## src/core/irq_out_pkg.sv

```systemverilog
// Constants for the interrupt request output block.
// Assumes a single 100 MHz core clock and a 16-bit register port.
package irq_out_pkg;

  // ****************************************
  // Register offsets
  // ****************************************
  localparam logic [7:0] MODE_CONTROL_OFS   = 8'h0c;
  localparam logic [7:0] IRQ_PIN_CONFIG_OFS = 8'h10;
  localparam logic [7:0] USB_IRQ_ENABLE_OFS = 8'h14;
  localparam logic [7:0] USB_IRQ_STATUS_OFS = 8'h18;
  localparam logic [7:0] DMA_IRQ_REASON_OFS = 8'h50;
  localparam logic [7:0] DMA_IRQ_ENABLE_OFS = 8'h54;

  // ****************************************
  // Field positions
  // ****************************************
  localparam int GLOBAL_IRQ_ENABLE_BIT = 3;
  localparam int SIGNAL_MODE_BIT       = 0;
  localparam int POLARITY_BIT          = 1;
  localparam int CTRL_MODE_LSB         = 2;
  localparam int IN_MODE_LSB           = 4;
  localparam int OUT_MODE_LSB          = 6;
  localparam int CTRL_PIPE_BIT         = 8;
  localparam int IN_PIPE_BIT           = 10;
  localparam int OUT_PIPE_BIT          = 11;

  // ****************************************
  // Reset values
  // ****************************************
  localparam logic [15:0] MODE_CONTROL_RST   = 16'h0000;
  localparam logic [7:0]  IRQ_PIN_CONFIG_RST = 8'h00;
  localparam logic [15:0] ENABLE_RST         = 16'h0000;

  // Pipe signalling modes
  localparam logic [1:0] PIPE_ACK_ONLY = 2'h0;
  localparam logic [1:0] PIPE_ACK_NAK  = 2'h1;

  // ****************************************
  // Timing
  // ****************************************
  localparam int CLK_PERIOD_NS = 10;
  localparam int PULSE_NS      = 60;
  localparam int PULSE_CYC     = (PULSE_NS + CLK_PERIOD_NS - 1) / CLK_PERIOD_NS;

endpackage

```

## src/core/irq_pulse_gen.sv

```systemverilog
// One-shot pulse generator for the request pin in pulse mode.
// Assumes start is a synchronous one-cycle pulse on core_clk.
`timescale 1ns/1ps
module irq_pulse_gen #(
  parameter int PULSE_CYC = irq_out_pkg::PULSE_CYC
) (
  // Clock and reset
  input  wire logic core_clk,
  input  wire logic rst_n,
  // Control
  input  wire logic start,
  output logic      active
);

  typedef struct packed {
    logic       busy;
    logic [7:0] cnt;
  } pulse_state_t;

  pulse_state_t st_ff;
  pulse_state_t nxt_st;

  always_comb begin
    nxt_st = st_ff;
    if (st_ff.busy) begin
      if (st_ff.cnt == 8'h01) begin
        nxt_st.busy = 1'b0;
      end
      nxt_st.cnt = st_ff.cnt - 8'h01;
    end else if (start) begin
      nxt_st.busy = 1'b1;
      nxt_st.cnt  = 8'(PULSE_CYC);
    end
  end

  always_ff @(posedge core_clk or negedge rst_n) begin
    if (!rst_n) begin
      st_ff <= '0;
    end else begin
      st_ff <= nxt_st;
    end
  end

  assign active = st_ff.busy;

endmodule

```

## src/core/usb_peripheral_irq_output.sv

```systemverilog
// Interrupt request logic: status, enables, pin configuration, pin drive.
// Assumes events are one-cycle pulses on core_clk and a synchronous
// 16-bit register port driven by logic on the same clock.
//
// What this block does
// Config register bits set request pin polarity and level or pulse mode.
// Mode register global enable gates whether the pin may go active.
// After reset the pin is active low and in level mode.
// Pulse mode emits one 60 ns pulse per rise of the pending OR.
// USB events and DMA events each set their own status bit.
// A status bit counts only when its matching enable bit is set.
// Three two-bit fields shape signalling for control, IN, OUT pipes.
// Level mode: event with global enable low sets status, not the pin.
// Level mode: raising global enable with pending status asserts at once.
// Level mode: dropping global enable alone does not release the pin.
// Pin releases once all pending enabled status bits are cleared.
// Host writes every byte of a status register when clearing.
// Raw request is OR of enabled bits, driven with programmed polarity.
`timescale 1ns/1ps
module usb_peripheral_irq_output #(
  parameter int PULSE_CYC = irq_out_pkg::PULSE_CYC
) (
  // Clock and reset
  input  wire logic        core_clk,
  input  wire logic        rst_n,
  // Register port
  input  wire logic [7:0]  reg_addr,
  input  wire logic [15:0] reg_wdata,
  input  wire logic [1:0]  reg_be,
  input  wire logic        reg_wr,
  input  wire logic        reg_rd,
  output logic [15:0]      reg_rdata,
  // Event sources
  input  wire logic [15:0] usb_event,
  input  wire logic [15:0] dma_event,
  input  wire logic [2:0]  pipe_nak_event,
  // Request pin
  output logic             irq_pin
);

  // ****************************************
  // State
  // ****************************************
  typedef struct packed {
    logic [15:0] mode_control;
    logic [7:0]  irq_pin_config;
    logic [15:0] usb_enable;
    logic [15:0] usb_status;
    logic [15:0] dma_reason;
    logic [15:0] dma_enable;
    logic        asserted;
    logic        raw_prev;
    logic        pin;
    logic [15:0] rdata;
  } irq_state_t;

  irq_state_t st_ff;
  irq_state_t nxt_st;

  logic        raw_or;
  logic        pulse_start;
  logic        pulse_act;
  logic        gie;
  logic        pulse_mode;
  logic        nxt_act;
  logic [15:0] usb_set;
  logic [15:0] usb_clr;
  logic [15:0] dma_clr;

  // Byte-lane write mask: only lanes whose enable is set take effect
  function automatic logic [15:0] lane_mask(input logic [1:0] be);
    lane_mask = {{8{be[1]}}, {8{be[0]}}};
  endfunction

  // Pipe events that the pipe's mode field admits
  function automatic logic pipe_nak_ok(input logic [1:0] mode,
                                       input logic       nak);
    pipe_nak_ok = nak && (mode != irq_out_pkg::PIPE_ACK_ONLY);
  endfunction

  assign gie        = st_ff.mode_control[irq_out_pkg::GLOBAL_IRQ_ENABLE_BIT];
  assign pulse_mode = st_ff.irq_pin_config[irq_out_pkg::SIGNAL_MODE_BIT];
  assign raw_or     = |((st_ff.usb_status & st_ff.usb_enable)
                      | (st_ff.dma_reason & st_ff.dma_enable));
  // Pulse fires on a rise of the pending OR while globally enabled
  assign pulse_start = pulse_mode && gie && raw_or && !st_ff.raw_prev;

  irq_pulse_gen #(
    .PULSE_CYC (PULSE_CYC)
  ) u_pulse (
    .core_clk (core_clk),
    .rst_n    (rst_n),
    .start    (pulse_start),
    .active   (pulse_act)
  );

  // ****************************************
  // Next state
  // ****************************************
  always_comb begin
    nxt_st = st_ff;
    usb_set = usb_event;
    // Pipe NAK events land on the pipe bit only when the mode admits them
    usb_set[irq_out_pkg::CTRL_PIPE_BIT] = usb_event[irq_out_pkg::CTRL_PIPE_BIT]
      | pipe_nak_ok(st_ff.irq_pin_config[irq_out_pkg::CTRL_MODE_LSB +: 2],
                    pipe_nak_event[0]);
    usb_set[irq_out_pkg::IN_PIPE_BIT] = usb_event[irq_out_pkg::IN_PIPE_BIT]
      | pipe_nak_ok(st_ff.irq_pin_config[irq_out_pkg::IN_MODE_LSB +: 2],
                    pipe_nak_event[1]);
    usb_set[irq_out_pkg::OUT_PIPE_BIT] = usb_event[irq_out_pkg::OUT_PIPE_BIT]
      | pipe_nak_ok(st_ff.irq_pin_config[irq_out_pkg::OUT_MODE_LSB +: 2],
                    pipe_nak_event[2]);
    usb_clr = '0;
    dma_clr = '0;

    if (reg_wr) begin
      case (reg_addr)
        irq_out_pkg::MODE_CONTROL_OFS: begin
          nxt_st.mode_control = (st_ff.mode_control & ~lane_mask(reg_be))
                              | (reg_wdata & lane_mask(reg_be));
        end
        irq_out_pkg::IRQ_PIN_CONFIG_OFS: begin
          if (reg_be[0]) begin
            nxt_st.irq_pin_config = reg_wdata[7:0];
          end
        end
        irq_out_pkg::USB_IRQ_ENABLE_OFS: begin
          nxt_st.usb_enable = (st_ff.usb_enable & ~lane_mask(reg_be))
                            | (reg_wdata & lane_mask(reg_be));
        end
        irq_out_pkg::DMA_IRQ_ENABLE_OFS: begin
          nxt_st.dma_enable = (st_ff.dma_enable & ~lane_mask(reg_be))
                            | (reg_wdata & lane_mask(reg_be));
        end
        // A partial write clears only its own lanes; software must write
        // both bytes to be sure the pin can fall
        irq_out_pkg::USB_IRQ_STATUS_OFS: begin
          usb_clr = reg_wdata & lane_mask(reg_be);
        end
        irq_out_pkg::DMA_IRQ_REASON_OFS: begin
          dma_clr = reg_wdata & lane_mask(reg_be);
        end
        default: begin
        end
      endcase
    end

    // Set wins over a clear in the same cycle
    nxt_st.usb_status = (st_ff.usb_status & ~usb_clr) | usb_set;
    nxt_st.dma_reason = (st_ff.dma_reason & ~dma_clr) | dma_event;

    if (reg_rd) begin
      case (reg_addr)
        irq_out_pkg::MODE_CONTROL_OFS:   nxt_st.rdata = st_ff.mode_control;
        irq_out_pkg::IRQ_PIN_CONFIG_OFS: nxt_st.rdata = {8'h00,
                                                         st_ff.irq_pin_config};
        irq_out_pkg::USB_IRQ_ENABLE_OFS: nxt_st.rdata = st_ff.usb_enable;
        irq_out_pkg::USB_IRQ_STATUS_OFS: nxt_st.rdata = st_ff.usb_status;
        irq_out_pkg::DMA_IRQ_REASON_OFS: nxt_st.rdata = st_ff.dma_reason;
        irq_out_pkg::DMA_IRQ_ENABLE_OFS: nxt_st.rdata = st_ff.dma_enable;
        default:                         nxt_st.rdata = 16'h0000;
      endcase
    end

    // Level latch: only the global enable can raise it, only an empty
    // pending OR can drop it, so clearing the enable leaves it standing
    if (!raw_or) begin
      nxt_st.asserted = 1'b0;
    end else if (gie) begin
      nxt_st.asserted = 1'b1;
    end
    nxt_st.raw_prev = raw_or;

    nxt_act = pulse_mode ? pulse_act : nxt_st.asserted;
    // Polarity bit set means active high; cleared means active low
    nxt_st.pin = st_ff.irq_pin_config[irq_out_pkg::POLARITY_BIT]
               ? nxt_act : !nxt_act;
  end

  // ****************************************
  // Registers
  // ****************************************
  always_ff @(posedge core_clk or negedge rst_n) begin
    if (!rst_n) begin
      st_ff.mode_control   <= irq_out_pkg::MODE_CONTROL_RST;
      st_ff.irq_pin_config <= irq_out_pkg::IRQ_PIN_CONFIG_RST;
      st_ff.usb_enable     <= irq_out_pkg::ENABLE_RST;
      st_ff.usb_status     <= 16'h0000;
      st_ff.dma_reason     <= 16'h0000;
      st_ff.dma_enable     <= irq_out_pkg::ENABLE_RST;
      st_ff.asserted       <= 1'b0;
      st_ff.raw_prev       <= 1'b0;
      st_ff.pin            <= 1'b1;
      st_ff.rdata          <= 16'h0000;
    end else begin
      st_ff <= nxt_st;
    end
  end

  assign irq_pin   = st_ff.pin;
  assign reg_rdata = st_ff.rdata;
endmodule

```

## config.mk

```make
export PLATFORM = sky130hd
export DESIGN_NAME = usb_peripheral_irq_output
export DESIGN_NICKNAME = d
export VERILOG_FILES = /design/src/core/irq_out_pkg.sv /design/src/core/irq_pulse_gen.sv /design/src/core/usb_peripheral_irq_output.sv
export SDC_FILE = /design/constraint.sdc
export NUM_CORES = 1
export LEC_CHECK = 0
export BUFFER_PORTS_ARGS = -buffer_cell sky130_fd_sc_hd__buf_2
export CAP_MARGIN = 20
export CORE_UTILIZATION = 51
export DETAILED_ROUTE_END_ITERATION = 8
export GPL_TIMING_DRIVEN = 0
export PLACE_DENSITY = 0.71
export RECOVER_POWER = 25
export SETUP_SLACK_MARGIN = 0.4
export SLEW_MARGIN = 40
export SYNTH_ARGS = -nofsm -noshare
export SYNTH_HDL_FRONTEND = slang
export SYNTH_SLANG_ARGS = --single-unit
```

## constraint.sdc

```tcl
create_clock -name core_clk -period 1.7 [get_ports core_clk]
set_input_delay 0.255 -clock core_clk [delete_from_list [all_inputs] [get_ports core_clk]]
set_output_delay 0.255 -clock core_clk [all_outputs]
set_load 0.01 [all_outputs]
```

==> impl_metrics.ini <==
[power_and_ir_drop]
p_total_mw = 6.938
max-vdd-ir-drop_mv = 0.5945
p_leak_nw = 3.587
power-per-cell-area_nw_per_um2 = 858.4

[finish]
multi_input_area_sq_um = 2729
num-fill-cells = 617
antenna_cells = 0
drive_above_1_share = 0.5221
fin_nets = 691
syn_to_final_growth_pct = 47.02
finish.instance_area_sq_um = 8083
final-seq-area_sq_um = 2907
finalNonFillerCells = 770

[route]
route.detailed.drc = 0
wl_per_cell_microns = 22.20
ant_nets = 0
avgViaCountPerCell = 6.042
routed_wl_microns = 17090
dr.pass1.iters = 7
drtIter0Drc = 332
dr_total_vias = 4652

[clocking]
h-tree-depth = 4
clk_pin_slew_ns = 0.05
cts_buffers = 17
clockRootBuffer = clkbuf_8
cts.sinks = 116
cts_tree = yes
clock_latency_ns = 0.52
clockBufferDepth = 2

[sta]
tightest_slew_ns = 1.015
holdWs_ns = 0.05970
fmax_mhz = 577.6
setup-tns-final_ns = -0.04584
post-route-period-util = 1.018
max_slew_margin = 0.3236
timing.final.ws_setup_ns = -0.03118
setup_viol = 3
fin_worst_skew_ns = 0.006809
report.final.hold_viol_count = 0
slew_violations = 0
rsz0062_at_grt = yes
min_period_ns = 1.731

[worst_hold_path]
hold_class = in -> reg

[critical_path]
crit_path_max_fanout = 4
max_stage_delay_ns = 0.40
start_kind = register
cp_data_required_time_ns = 2.13
path_class = reg -> reg
crit_slowest_cell = dfrtp_1
crit_arrival_ns = 2.16
path_cells = a22o_1, a221oi_2, and4_4, buf_4, a2111o_1, o311ai_2
crit_path_end_kind = register
cp_num_buf_inv = 1
cp_top_family = compound AO/OA/AOI/OAI gates

[floorplanning]
die_area_sq_um = 11200
dieWidth_microns = 105.8
fp.dieH_microns = 105.8
ios = 82
placementRows = 37
start_util = 0.5302
core_area_sq_um = 10370

[synth]
syn_inst = 448
async_reset_ff_frac = 1.000
synth_edf_count = 0
synth.distinct_cells = 57
syn-cell-area_sq_um = 5498
synth_top_flop_cell = dfrtp_1
synth.avg_cell_area_sq_um = 12.27
ys_seq_elements = 116
ys_seq_area_frac = 0.5282
syn-num-nets = 515
yosysWarnings = 0

[global_route]
grt_pass1_vias = 4642
grtUsageTotal = 0.3030
grt_pass1_wl_microns = 25080
antenna_found_initial = 0
grt_max_degree = 78
gr-total-overflow = 0

[placement]
dpl-instance-area_sq_um = 6329
numPlacedInstances = 662
gp_congestion = 0.8552
hpwlAfterDp_microns = 10080
numPortBuffers = 77

[run]
max-cap-violations = 0

[status]
violations = setup timing
status = finished, violations left
==> area by class of cell <==
class,count,area share
buffer,37,0.04845
clock buffer,24,0.06068
clock inverter,5,0.006192
inverter,12,0.005573
multi-input combinational,283,0.3376
sequential,116,0.3596
tap,136,0.02105
timing repair buffer,157,0.1608
==> routing by layer <==
| layer | global-route usage | up-vias | share of wire |
|---|---|---|---|
| met5 | 0 | - | 0 |
| li1 | - | 2019 | - |
| met4 | 0.1230 | 0 | 0.032 |
| met3 | 0.06494 | 47 | 0.065 |
| met1 | 0.4093 | 2347 | 0.41 |
| met2 | 0.4767 | 239 | 0.50 |
==> where the power goes <==
| group | internal [mW] | total [mW] | switching, mW |
|---|---|---|---|
| combinational | 0.397 | 0.774 | 0.377 |
| sequential | 2.85 | 2.93 | 0.0827 |
| clock | 2.09 | 3.23 | 1.14 |
==> cell usage after synthesis, drive strengths merged, types with 8 or more instances <==
| cell type | number | area, sq um |
|---|---|---|
| dfrtp | 115 | 2878 |
| mux2 | 64 | 720.7 |
| nand2 | 45 | 168.9 |
| buf | 33 | 236.5 |
| a21o | 31 | 232.7 |
| nor2 | 14 | 57.55 |
| a221oi | 12 | 105.1 |
| a22o | 12 | 105.1 |
| inv | 12 | 45.04 |
| o21ai | 11 | 55.05 |
| a222oi | 8 | 80.08 |
| a22oi | 8 | 60.06 |
| o22ai | 8 | 50.05 |
==> through the flow <==
step	utilization	worst slack (ns)
final	0.7794	-0.03118
after global routing	0.7794	-0.05304
after CTS	0.7426	-0.01004
after detailed placement	0.6103	-0.4083
after global placement	0.6067	-1.020
after floorplan	-	-0.03494
==> final timing paths <==
path | from | to | cells after the start | slack [ns]
worst min register to register | register | register | 1 | 0.51
min in group asynchronous | rst_n | reg_rdata[0]$_DFFE_PN0P_ | 2 | 0.46
worst min-delay path | reg_wdata[9] | register | 2 | 0.06
worst max register to register | register | irq_pin$_DFF_PN1_ | 6 | -0.03
worst max-delay path | register | irq_pin$_DFF_PN1_ | 6 | -0.03
max in group asynchronous | rst_n | async pin | 3 | 0.29
==> kinds of logic after synthesis <==
logic type / after synthesis / synth area share
AO/OA/AOI/OAI: 115 / 0.1618
XOR/XNOR: 1 / 0.001593
adder cells (fa/ha/maj): 2 / 0.004551
flip-flops: 116 / 0.5282
buffers and inverters: 49 / 0.05394
AND/OR/NAND/NOR: 93 / 0.09286
multiplexers: 72 / 0.1570
==> cell usage in the layout, fill, tap and decap left out, types with 4 or more instances in the layout <==
cell	synthesis	layout
dlygate4sd3_1	0	33
buf_4	22	34
a22o_1	12	12
clkbuf_16	0	16
a21oi_1	6	5
nand3_1	4	4
clkbuf_8	0	6
dfrtp_1	115	113
a22oi_1	8	7
a21o_1	31	31
a222oi_1	8	8
buf_6	3	56
mux2_2	64	30
clkbuf_1	4	5
mux4_2	5	5
nand2_2	0	29
inv_1	12	10
a221oi_2	0	12
o21ai_0	11	5
nand2_1	45	10
nand2_4	0	6
nor2_1	12	11
buf_12	0	7
buf_2	6	56
o21ai_1	0	6
clkinv_2	0	4
o22ai_1	8	8
mux2_4	0	34
a31oi_1	4	4
==> timing repair <==
action / in CTS / in global routing
pin swaps: 8 / 42
setup endpoints to repair: 111 / 126
hold buffers: 33 / 0
resized for setup: 58 / 66
buffers inserted: 29 / 17
endpoints found under the hold margin: 71 / 0
(Power assumes the default switching activity.)
